[src/hdl/cpw_pkg.sv]
// Package of constants and types for the clock select, PLL and watchdog control block.
package cpw_pkg;

   // ------------------------------------------------------------------
   // Bus geometry
   // ------------------------------------------------------------------
   localparam int CPW_ADDR_W = 8;
   localparam int CPW_DATA_W = 32;
   localparam int CPW_REG_W = 8;

   // ------------------------------------------------------------------
   // Register indices; the byte address is four times the index
   // ------------------------------------------------------------------
   localparam logic [5:0] CPW_IDX_CLOCK_SOURCE_SELECT = 6'h39;
   localparam logic [5:0] CPW_IDX_PLL_MODULATION_CONTROL = 6'h3A;
   localparam logic [5:0] CPW_IDX_PERIODIC_TICK_CONTROL = 6'h3B;
   localparam logic [5:0] CPW_IDX_WATCHDOG_CONTROL = 6'h3C;
   localparam logic [5:0] CPW_IDX_WATCHDOG_ARM_RESET = 6'h3F;

   // ------------------------------------------------------------------
   // Reset values
   // ------------------------------------------------------------------
   localparam logic [7:0] CPW_RST_CLOCK_SOURCE_SELECT = 8'h80;
   localparam logic [7:0] CPW_RST_PLL_MODULATION_CONTROL = 8'h00;
   localparam logic [7:0] CPW_RST_PERIODIC_TICK_CONTROL = 8'h00;
   localparam logic [7:0] CPW_RST_WATCHDOG_CONTROL = 8'h00;

   // ------------------------------------------------------------------
   // Field positions of clock_source_select
   // ------------------------------------------------------------------
   localparam int CPW_CLKS_OSC_SEL = 7;
   localparam int CPW_CLKS_OSC_IN_STOP = 6;
   localparam int CPW_CLKS_TICK_IN_PSTOP = 3;
   localparam int CPW_CLKS_WD_IN_PSTOP = 2;
   localparam int CPW_CLKS_TICK_REF = 1;
   localparam int CPW_CLKS_WD_REF = 0;
   localparam logic [7:0] CPW_CLKS_MASK = 8'hCF;

   // ------------------------------------------------------------------
   // Field positions of pll_modulation_control and watchdog_control
   // ------------------------------------------------------------------
   localparam logic [7:0] CPW_PLL_FM_MASK = 8'h30;
   localparam int CPW_WD_WINDOWED = 7;
   localparam int CPW_WD_HALT_DBG = 6;
   localparam int CPW_WD_WRITE_MASK = 5;
   localparam logic [7:0] CPW_WD_RATE_MASK = 8'h07;
   localparam logic [7:0] CPW_WD_STORE_MASK = 8'hC7;
   localparam logic [7:0] CPW_WD_MASKED_FIELDS = 8'h87;

   // ------------------------------------------------------------------
   // Types
   // ------------------------------------------------------------------
   typedef enum logic [1:0] {
      CPW_MODE_RUN,
      CPW_MODE_WAIT,
      CPW_MODE_STOP,
      CPW_MODE_PSTOP
   } cpw_mode_e;

   typedef struct packed {
      logic sysclk_from_osc;
      logic osc_enable;
      logic tick_run;
      logic wd_run;
      logic tick_ref_ext;
      logic wd_ref_ext;
      logic [1:0] fm_enable;
   } cpw_clk_cfg_s;

   typedef struct packed {
      logic windowed_watchdog;
      logic watchdog_halt_in_debug;
      logic [2:0] timeout_rate;
   } cpw_wd_cfg_s;

endpackage

[src/hdl/cpw_clock_select_pll_watchdog_ctrl.sv]
// Clock source select, PLL modulation, tick and watchdog control registers on an Avalon-MM slave.
`timescale 1ns/100ps
`default_nettype none

// Notes on behaviour
// RULE_01: Top clock select bit one picks oscillator for system clocks, zero picks PLL.
// RULE_02: Bit six keeps oscillator running in stop modes; cleared, stop disables it.
// RULE_03: Wait mode behaves exactly as run mode for PLL, tick and watchdog.
// RULE_04: Bits three and two let tick and watchdog run in pseudo-stop.
// RULE_05: Bits one and zero pick internal or external reference for tick, watchdog.
// RULE_06: PLL control bits five and four are modulation enables for VCO output.
// RULE_07: Modulation enable writes land only when unlocked and PLL is selected.
// RULE_08: PLL control bits seven, six and three to zero have no function.
// RULE_09: Watchdog control fields load from flash after system reset release.
// RULE_10: Watchdog clocks from internal or external reference by its choice bit.
// RULE_11: Arm register takes eight bits, reads zero, feeds watchdog service sequence.
// RULE_12: Unused PLL control bits read zero and ignore writes.
module cpw_clock_select_pll_watchdog_ctrl
   import cpw_pkg::*;
(
   // Clock and reset
   input wire logic core_clk_i,
   input wire logic rst_b_i,
   // Avalon-MM slave
   input wire logic [CPW_ADDR_W-1:0] address_i,
   input wire logic read_i,
   input wire logic write_i,
   input wire logic [3:0] byteenable_i,
   input wire logic [CPW_DATA_W-1:0] writedata_i,
   output logic [CPW_DATA_W-1:0] readdata_o,
   output logic waitrequest_o,
   // Operating state from the power controller
   input wire cpw_mode_e mode_i,
   input wire logic write_protect_lock_i,
   // Flash load of the watchdog settings
   output logic flash_req_o,
   input wire logic flash_valid_i,
   input wire logic [CPW_REG_W-1:0] flash_data_i,
   // Clock tree and timer controls
   output cpw_clk_cfg_s clk_cfg_o,
   output logic [CPW_REG_W-1:0] periodic_tick_cfg_o,
   output cpw_wd_cfg_s wd_cfg_o,
   // Watchdog service sequence
   output logic wd_service_valid_o,
   output logic [CPW_REG_W-1:0] wd_service_data_o
);

   // ------------------------------------------------------------------
   // Types and declarations
   // ------------------------------------------------------------------
   typedef enum logic [1:0] {
      CPW_LD_IDLE,
      CPW_LD_REQ,
      CPW_LD_DONE
   } cpw_load_e;

   cpw_load_e load_state_reg;
   logic [CPW_REG_W-1:0] clks_reg;
   logic [CPW_REG_W-1:0] pll_reg;
   logic [CPW_REG_W-1:0] tick_reg;
   logic [CPW_REG_W-1:0] wd_reg;
   logic wait_reg;
   logic [CPW_DATA_W-1:0] rdata_reg;
   logic flash_req_reg;
   cpw_clk_cfg_s clk_cfg_reg;
   cpw_clk_cfg_s clk_cfg_next;
   logic svc_valid_reg;
   logic [CPW_REG_W-1:0] svc_data_reg;
   logic [5:0] reg_index;
   logic word_aligned;
   logic wr_fire;
   logic wr_lane;
   logic [CPW_REG_W-1:0] wbyte;
   logic load_busy;
   logic pll_clock_chosen;
   logic stop_like;

   // ------------------------------------------------------------------
   // Address decode helpers
   // ------------------------------------------------------------------
   function automatic logic hit(input logic [5:0] idx, input logic [5:0] target, input logic aligned);
      hit = aligned && (idx == target);
   endfunction

   assign reg_index = address_i[7:2];
   assign word_aligned = (address_i[1:0] == 2'h0);
   assign load_busy = (load_state_reg != CPW_LD_DONE);
   // A write lands only on the edge where waitrequest is sampled low.
   assign wr_fire = write_i && !wait_reg;
   assign wr_lane = byteenable_i[0];
   assign wbyte = writedata_i[7:0];
   assign pll_clock_chosen = !clks_reg[CPW_CLKS_OSC_SEL];
   // Wait is deliberately absent here, so it never changes anything run mode does.
   assign stop_like = (mode_i == CPW_MODE_STOP) || (mode_i == CPW_MODE_PSTOP); // see RULE_03

   // ------------------------------------------------------------------
   // Flash load of watchdog settings after reset
   // ------------------------------------------------------------------
   always_ff @(posedge core_clk_i) begin
      if (!rst_b_i) begin
         load_state_reg <= CPW_LD_IDLE;
         flash_req_reg <= 1'b0;
      end else begin
         case (load_state_reg)
            CPW_LD_IDLE: begin
               load_state_reg <= CPW_LD_REQ;
               flash_req_reg <= 1'b1;
            end
            CPW_LD_REQ: begin
               if (flash_valid_i) begin
                  load_state_reg <= CPW_LD_DONE;
                  flash_req_reg <= 1'b0;
               end
            end
            default: begin
               load_state_reg <= CPW_LD_DONE;
               flash_req_reg <= 1'b0;
            end
         endcase
      end
   end

   // ------------------------------------------------------------------
   // Bus handshake: one wait cycle, longer while the flash load runs
   // ------------------------------------------------------------------
   always_ff @(posedge core_clk_i) begin
      if (!rst_b_i) begin
         wait_reg <= 1'b1;
      end else if ((read_i || write_i) && wait_reg && !load_busy) begin
         wait_reg <= 1'b0;
      end else begin
         wait_reg <= 1'b1;
      end
   end

   always_ff @(posedge core_clk_i) begin
      if (!rst_b_i) begin
         rdata_reg <= '0;
      end else if (read_i && wait_reg && !load_busy) begin
         rdata_reg <= '0;
         if (hit(reg_index, CPW_IDX_CLOCK_SOURCE_SELECT, word_aligned)) begin
            rdata_reg[7:0] <= clks_reg;
         end else if (hit(reg_index, CPW_IDX_PLL_MODULATION_CONTROL, word_aligned)) begin
            rdata_reg[7:0] <= pll_reg & CPW_PLL_FM_MASK; // see RULE_12
         end else if (hit(reg_index, CPW_IDX_PERIODIC_TICK_CONTROL, word_aligned)) begin
            rdata_reg[7:0] <= tick_reg;
         end else if (hit(reg_index, CPW_IDX_WATCHDOG_CONTROL, word_aligned)) begin
            rdata_reg[7:0] <= wd_reg & CPW_WD_STORE_MASK;
         end
         // The arm register and unmapped words read as zero.
      end
   end

   // ------------------------------------------------------------------
   // Clock source select register
   // ------------------------------------------------------------------
   always_ff @(posedge core_clk_i) begin
      if (!rst_b_i) begin
         clks_reg <= CPW_RST_CLOCK_SOURCE_SELECT;
      end else if (wr_fire && wr_lane && hit(reg_index, CPW_IDX_CLOCK_SOURCE_SELECT, word_aligned)) begin
         clks_reg <= wbyte & CPW_CLKS_MASK;
      end
   end

   // ------------------------------------------------------------------
   // PLL modulation control register
   // ------------------------------------------------------------------
   always_ff @(posedge core_clk_i) begin
      if (!rst_b_i) begin
         pll_reg <= CPW_RST_PLL_MODULATION_CONTROL;
      end else if (wr_fire && wr_lane && hit(reg_index, CPW_IDX_PLL_MODULATION_CONTROL, word_aligned)) begin
         if (!write_protect_lock_i && pll_clock_chosen) begin // see RULE_07
            pll_reg <= wbyte & CPW_PLL_FM_MASK; // see RULE_08
         end
      end
   end

   // ------------------------------------------------------------------
   // Periodic tick control register
   // ------------------------------------------------------------------
   always_ff @(posedge core_clk_i) begin
      if (!rst_b_i) begin
         tick_reg <= CPW_RST_PERIODIC_TICK_CONTROL;
      end else if (wr_fire && wr_lane && hit(reg_index, CPW_IDX_PERIODIC_TICK_CONTROL, word_aligned)) begin
         tick_reg <= wbyte;
      end
   end

   // ------------------------------------------------------------------
   // Watchdog control register
   // ------------------------------------------------------------------
   // The write mask bit is a per-write qualifier and is never stored, so it reads zero.
   always_ff @(posedge core_clk_i) begin
      if (!rst_b_i) begin
         wd_reg <= CPW_RST_WATCHDOG_CONTROL;
      end else if (load_state_reg == CPW_LD_REQ && flash_valid_i) begin
         wd_reg <= flash_data_i & CPW_WD_STORE_MASK; // see RULE_09
      end else if (wr_fire && wr_lane && hit(reg_index, CPW_IDX_WATCHDOG_CONTROL, word_aligned)) begin
         wd_reg[CPW_WD_HALT_DBG] <= wbyte[CPW_WD_HALT_DBG];
         if (!wbyte[CPW_WD_WRITE_MASK]) begin
            wd_reg[CPW_WD_WINDOWED] <= wbyte[CPW_WD_WINDOWED];
            wd_reg[2:0] <= wbyte[2:0];
         end
      end
   end

   // ------------------------------------------------------------------
   // Watchdog arm and service strobe
   // ------------------------------------------------------------------
   always_ff @(posedge core_clk_i) begin
      if (!rst_b_i) begin
         svc_valid_reg <= 1'b0;
         svc_data_reg <= 8'h00;
      end else if (wr_fire && wr_lane && hit(reg_index, CPW_IDX_WATCHDOG_ARM_RESET, word_aligned)) begin
         svc_valid_reg <= 1'b1; // see RULE_11
         svc_data_reg <= wbyte;
      end else begin
         svc_valid_reg <= 1'b0;
      end
   end

   // ------------------------------------------------------------------
   // Clock tree controls
   // ------------------------------------------------------------------
   always_comb begin
      clk_cfg_next = '0;
      clk_cfg_next.sysclk_from_osc = clks_reg[CPW_CLKS_OSC_SEL]; // see RULE_01
      clk_cfg_next.osc_enable = !(stop_like && !clks_reg[CPW_CLKS_OSC_IN_STOP]); // see RULE_02
      clk_cfg_next.tick_run = 1'b1;
      clk_cfg_next.wd_run = 1'b1;
      if (mode_i == CPW_MODE_PSTOP) begin
         clk_cfg_next.tick_run = clks_reg[CPW_CLKS_TICK_IN_PSTOP]; // see RULE_04
         clk_cfg_next.wd_run = clks_reg[CPW_CLKS_WD_IN_PSTOP]; // see RULE_04
      end else if (mode_i == CPW_MODE_STOP) begin
         clk_cfg_next.tick_run = 1'b0;
         clk_cfg_next.wd_run = 1'b0;
      end
      clk_cfg_next.tick_ref_ext = clks_reg[CPW_CLKS_TICK_REF]; // see RULE_05
      clk_cfg_next.wd_ref_ext = clks_reg[CPW_CLKS_WD_REF]; // see RULE_10
      clk_cfg_next.fm_enable = pll_reg[5:4]; // see RULE_06
   end

   // Registering the controls costs one cycle but keeps glitches off the clock tree.
   always_ff @(posedge core_clk_i) begin
      if (!rst_b_i) begin
         clk_cfg_reg <= '0;
      end else begin
         clk_cfg_reg <= clk_cfg_next;
      end
   end

   // ------------------------------------------------------------------
   // Outputs
   // ------------------------------------------------------------------
   assign readdata_o = rdata_reg;
   assign waitrequest_o = wait_reg;
   assign flash_req_o = flash_req_reg;
   assign clk_cfg_o = clk_cfg_reg;
   assign periodic_tick_cfg_o = tick_reg;
   assign wd_cfg_o.windowed_watchdog = wd_reg[CPW_WD_WINDOWED];
   assign wd_cfg_o.watchdog_halt_in_debug = wd_reg[CPW_WD_HALT_DBG];
   assign wd_cfg_o.timeout_rate = wd_reg[2:0];
   assign wd_service_valid_o = svc_valid_reg;
   assign wd_service_data_o = svc_data_reg;

endmodule

`default_nettype wire

[config.mk]
export PLATFORM = sky130hd
export DESIGN_NAME = cpw_clock_select_pll_watchdog_ctrl
export DESIGN_NICKNAME = d
export VERILOG_FILES = /design/src/hdl/cpw_pkg.sv /design/src/hdl/cpw_clock_select_pll_watchdog_ctrl.sv
export SDC_FILE = /design/constraint.sdc
export NUM_CORES = 1
export LEC_CHECK = 0
export BUFFER_PORTS_ARGS = -buffer_cell sky130_fd_sc_hd__buf_4
export CAP_MARGIN = 10
export CORE_AREA = 2 2 72 74
export CTS_CLUSTER_DIAMETER = 30
export DETAILED_ROUTE_END_ITERATION = 8
export DIE_AREA = 0 0 74 76
export PLACE_DENSITY = 0.83
export REMOVE_ABC_BUFFERS = 1
export SYNTH_ARGS = -nofsm -noshare
export SYNTH_HDL_FRONTEND = slang
export SYNTH_SLANG_ARGS = --single-unit
[constraint.sdc]
create_clock -name core_clk_i -period 3 [get_ports core_clk_i]
set_clock_uncertainty 0.2 [all_clocks]
set_input_delay 0.45 -clock core_clk_i [delete_from_list [all_inputs] [get_ports core_clk_i]]
set_output_delay 0.45 -clock core_clk_i [all_outputs]
set_load 0.02 [all_outputs]
# [Word level (Yosys, flattened, before mapping)]
# Index checks and enable logic that the tools add are counted.
[totals] ff_bits=50 in_bits=60 output_inout_bits=64
[op_classes] eq_ne=11 mux=18 n_reduce_logical=32
[op_table] cell="$mux W8" count=4
[op_table] cell="$eq A6 B6 Y1 const B" count=5
[op_table] cell="$logic_and A1 B1 Y1" count=19
[op_table] cell="$mux W2" count=5
[op_table] cell="$mux W3" count=3
[op_table] cell="$logic_not A1 Y1" count=6
[op_table] cell="$eq A2 B2 Y1 const B" count=2
[op_table] cell="$logic_not A2 Y1" count=2
[op_table] cell="$mux W1" count=4
[op_table] cell="$ne A2 B2 Y1 const B" count=2
[op_table] cell="$pmux W2 S2" count=1
[op_table] cell="$reduce_and A2 Y1" count=2
[op_table] cell="$eq A2 B1 Y1 const B" count=1
[op_table] cell="$logic_or A1 B1 Y1" count=2
[op_table] cell="$ne A2 B1 Y1 const B" count=1
[op_table] cell="$pmux W1 S2" count=1
[op_table] cell="$reduce_bool A2 Y1" count=1

# [Depth between registers and ports, before layout]
[logic_depth] word_depth=6 depth_mapped=6

# [Worst setup path before layout]
# No wires, ideal clock.
[synth_path] kind="input -> register" startpoint="in address_i[0]" endpoint="reg pll_reg[4]" setup_ns=0.072 arrival_ns=1.423 slack_ns=1.305 path_stages=5 n_path_buf=1 cell_sequence="and4bb_1 > buf_4 > nand3_2 > nor4b_4 > mux2i_1"
[synth_via] elab_chain_cells=4
[synth_rtl] element="from (decl)" line="cpw_clock_select_pll_watchdog_ctrl.sv:25" text="input wire logic [CPW_ADDR_W-1:0] address_i,"
[synth_rtl] element="$logic_not A2 Y1" line="cpw_clock_select_pll_watchdog_ctrl.sv:86" text="assign word_aligned = (address_i[1:0] == 2'h0);"
[synth_rtl] element="$logic_and A1 B1 Y1" line="cpw_clock_select_pll_watchdog_ctrl.sv:82" text="hit = aligned && (idx == target);"
[synth_rtl] element="$logic_and A1 B1 Y1" line="cpw_clock_select_pll_watchdog_ctrl.sv:171" text="end else if (wr_fire && wr_lane && hit(reg_index, CPW_IDX_PLL_MODULATION_CONTROL, word_aligned)) begin"
[synth_rtl] element="$reduce_and A2 Y1 (no line)"
[synth_rtl] element="to (signal assigned)" line="cpw_clock_select_pll_watchdog_ctrl.sv:173" text="pll_reg <= wbyte & CPW_PLL_FM_MASK;"
[synth_rtl] element="to (decl)" line="cpw_clock_select_pll_watchdog_ctrl.sv:59" text="logic [CPW_REG_W-1:0] pll_reg;"
# Every way passes these cells.
# A chain may end at the register's enable or synchronous reset.

# [Final worst setup path]
[layout_path] startpoint="in address_i[0]" endpoint="reg tick_reg[2] (netlist: periodic_tick_cfg_o[2])"
[layout_via] elab_chain_cells=3
[layout_rtl] element="$logic_not A2 Y1" line="cpw_clock_select_pll_watchdog_ctrl.sv:86"
[layout_rtl] element="$logic_and A1 B1 Y1" line="cpw_clock_select_pll_watchdog_ctrl.sv:82"
[layout_rtl] element="$logic_and A1 B1 Y1" line="cpw_clock_select_pll_watchdog_ctrl.sv:184" text="end else if (wr_fire && wr_lane && hit(reg_index, CPW_IDX_PERIODIC_TICK_CONTROL, word_aligned)) begin"
[layout_rtl] element="to (signal assigned)" line="cpw_clock_select_pll_watchdog_ctrl.sv:185" text="tick_reg <= wbyte;"
[layout_rtl] element="to (decl)" line="cpw_clock_select_pll_watchdog_ctrl.sv:60" text="logic [CPW_REG_W-1:0] tick_reg;"
# Every way passes these cells.

==> run_results.csv <==
group,metric,value,unit
status,status,"finished, final reports clean",
min_path,min_path_cells,2,
yosys,avgSynthCellArea,9.41,sq um
floorplan,coreArea,0.00491,sq mm
critical_path,reg2reg_depth,4,
global_route,grt.overflow.total,0,
cts,cts_tree,"yes",
sta,fmax,0.542,GHz
critical_path,start_kind,"input pin",
route,wire_per_inst,14.3,um
flow_run,drv_cap,0,
critical_path,worstPathArrival,1820,ps
route,drt-pass1-iter-count,4,
yosys,synth_cells,236,
sta,setup_violations,0,
power,clockPowerShare,31.5,%
cells_and_area,final_util,56.4,%
cells_and_area,n_antenna_cell,0,
yosys,yosysTopAreaCell,"dfxtp_1",
global_route,antenna_found_initial,0,
sta,fin_crit,1840,ps
yosys,synth.yosys.seq_area_share,44.2,%
cells_and_area,final_common_cell,"buf_4",
yosys,synth.area.top_cells,"dfxtp_1 44%, buf_4 8.8%, mux2i_1 7.7%",
route,avgViaCountPerCell,5.04,
power,switching_share,26.3,%
floorplan,fp.dieH,76,um
power,internal_power,883,uW
sta,fin_crit_sh,61.5,%
global_route,grt_pass1_wl,8420,um
min_path,hp-start,"mode_i[1]",
floorplan,start_util,45.2,%
floorplan,die-area,0.00562,sq mm
cells_and_area,nets,361,
yosys,synth_edf_count,0,
min_path,min_to,"clk_cfg_o[4]$_SDFF_PN0_",
critical_path,critical_path_class,"input pin to flop",
route,routed_wl,5300,um
critical_path,path_buf_inv,1,
yosys,synth_flop_cell,"dfxtp_1",
sta,grt_setup_unrepaired,"false",
global_route,grt_usage,19.6,%
place,hpwl,3870,um
power,p_leak,0.00123,uW
min_path,hold_path.class,"input pin to flop",
place,gp_congestion,0.737,
global_route,first_global_vias,1693,
cells_and_area,mostFrequentLayoutCells,"69 x buf_4, 49 x dfxtp_1, 27 x o21ai_0",
floorplan,die_w,74,um
sta,finalHoldViolCount,0,
cts,clkLatencyLatePin,300,ps
cts,cts_max_level,2,
route,drc_errors,0,
critical_path,crit_fanout,16,
floorplan,rows,26,
cts,cts_inserted_buffers,5,
yosys,syn-cell-area,0.00222,sq mm
critical_path,end_kind,"flop",
power,p_seq_share,55.7,%
yosys,async_flop_share,0,%
cells_and_area,fillers,459,
critical_path,crit_path_max_incr_delay,460,ps
power,worst_ir_drop_vdd,0.196,mV
sta,setup_tns,0,ps
yosys,synth_top_area_share,44.2,%
yosys,ys_ff_latch,49,
cts,root_buffer,"clkbuf_8",
yosys,synth_warnings,0,
sta,slew_violations,0,
critical_path,timing.rr.end,"periodic_tick_cfg_o[2]$_SDFFE_PN0P_",
critical_path,cp.required,2980,ps
cts,clockBufferDepth,2,
power,combPwrFrac,12.8,%
cts,path_clk_slew,90,ps
critical_path,path_cells,"buf_4 > and4bb_1 > nand4_2 > nand3_1 > o21ai_0",
place,io_buffers,69,
cts,clkSinkCount,49,
cts,holdBufCountCts,0,
route,postRouteAntennaNets,0,
critical_path,crit_family,"simple AND/OR/NAND/NOR gates",
cts,post_cts_buffers,0,
route,vias,1875,
critical_path,r2r_slack,1220,ps
critical_path,critical-path-slowest-cell,"and4bb_1",
cells_and_area,area_growth,24.7,%
global_route,grt_max_degree,45,
power,p_sw,316,uW
yosys,synth.distinct_cells,33,
cts,cts_resized,0,
cells_and_area,drive_above_1_share,27.8,%
floorplan,ios,124,
critical_path,r2r_start,"waitrequest_o$_SDFF_PN1_",
power,power.density,433,mW/mm^2
route,drt-initial-drc-count,102,
-- routing by layer --
metal / routed length, um / global-route usage, % / vias up
met1: 2210 / 24.8 / 887
li1: - / - / 913
met2: 2660 / 32.2 / 69
met4: 74 / 6.18 / 0
met5: 0 / 0 / -
met3: 362 / 4.89 / 6
-- cells in the mapped netlist, types with 2 or more instances --
master / n
inv_1: 4
o21ai_0: 27
nand3_1: 22
a21oi_1: 12
clkbuf_1: 7
nand4bb_4: 2
mux2i_1: 17
and3b_1: 3
a22o_1: 2
o311a_1: 4
nand3b_1: 5
nand4_1: 3
and2_1: 5
buf_4: 26
nand2_1: 19
nor2_1: 13
dfxtp_1: 49
-- cell families (layout without fill, tap and decap cells) --
logic type / after synthesis / after routing / share of synthesized area, %
and+or+nand+nor: 83 / 83 / 24.5
muxes: 18 / 18 / 8.17
AOI/OAI and AO/OA: 47 / 47 / 12.1
other: 1 / 24 / 0.169
buffers and inverters: 38 / 81 / 10.9
DFF: 49 / 49 / 44.2
-- worst max path at each step --
stage | from | endpoint | slack (ps) | cells after the start
after floorplan | address_i[0] | pll_reg[4]$_SDFFE_PN0P_ | 1220 | 4
after global placement | address_i[0] | periodic_tick_cfg_o[0]$_SDFFE_PN0P_ | 920 | 5
after detailed placement | address_i[0] | periodic_tick_cfg_o[2]$_SDFFE_PN0P_ | 860 | 5
after CTS | address_i[0] | periodic_tick_cfg_o[2]$_SDFFE_PN0P_ | 1180 | 5
after global routing | address_i[0] | periodic_tick_cfg_o[3]$_SDFFE_PN0P_ | 1010 | 5
final | address_i[0] | periodic_tick_cfg_o[2]$_SDFFE_PN0P_ | 1160 | 5
-- power groups by stage --
stage | combinational [uW] | sequential [uW] | clock, uW
floorplan | 64.9 | 694 | 0
global placement | 149 | 683 | 0
detailed placement | 152 | 683 | 0
CTS | 152 | 668 | 382
global route | 166 | 670 | 410
finish | 153 | 668 | 377
-- metrics by stage --
step / hold WS (ps) / worst slack (ps) / power [uW] / area, sq um / std cells
final: 138 / 1160 / 1200 / 2770 / 372
after CTS: 134 / 1180 / 1200 / 2770 / 372
after detailed placement: 244 / 857 / 836 / 2690 / 364
after floorplan: 227 / 1220 / 759 / 2080 / 225
after global placement: 244 / 915 / 832 / 2690 / 364
after global routing: 127 / 1010 / 1250 / 2770 / 372
-- layout make-up --
class | count | area, sq um | area share, %
Inverter | 4 | 15.0 | 0.542
Timing Repair Buffer | 69 | 518 | 18.7
Multi-Input combinational cell | 172 | 1080 | 39.1
Clock buffer | 7 | 76.3 | 2.76
Sequential cell | 49 | 981 | 35.4
Tap cell | 70 | 87.6 | 3.16
Clock inverter | 1 | 7.51 | 0.271
(Power assumes the default switching activity.)
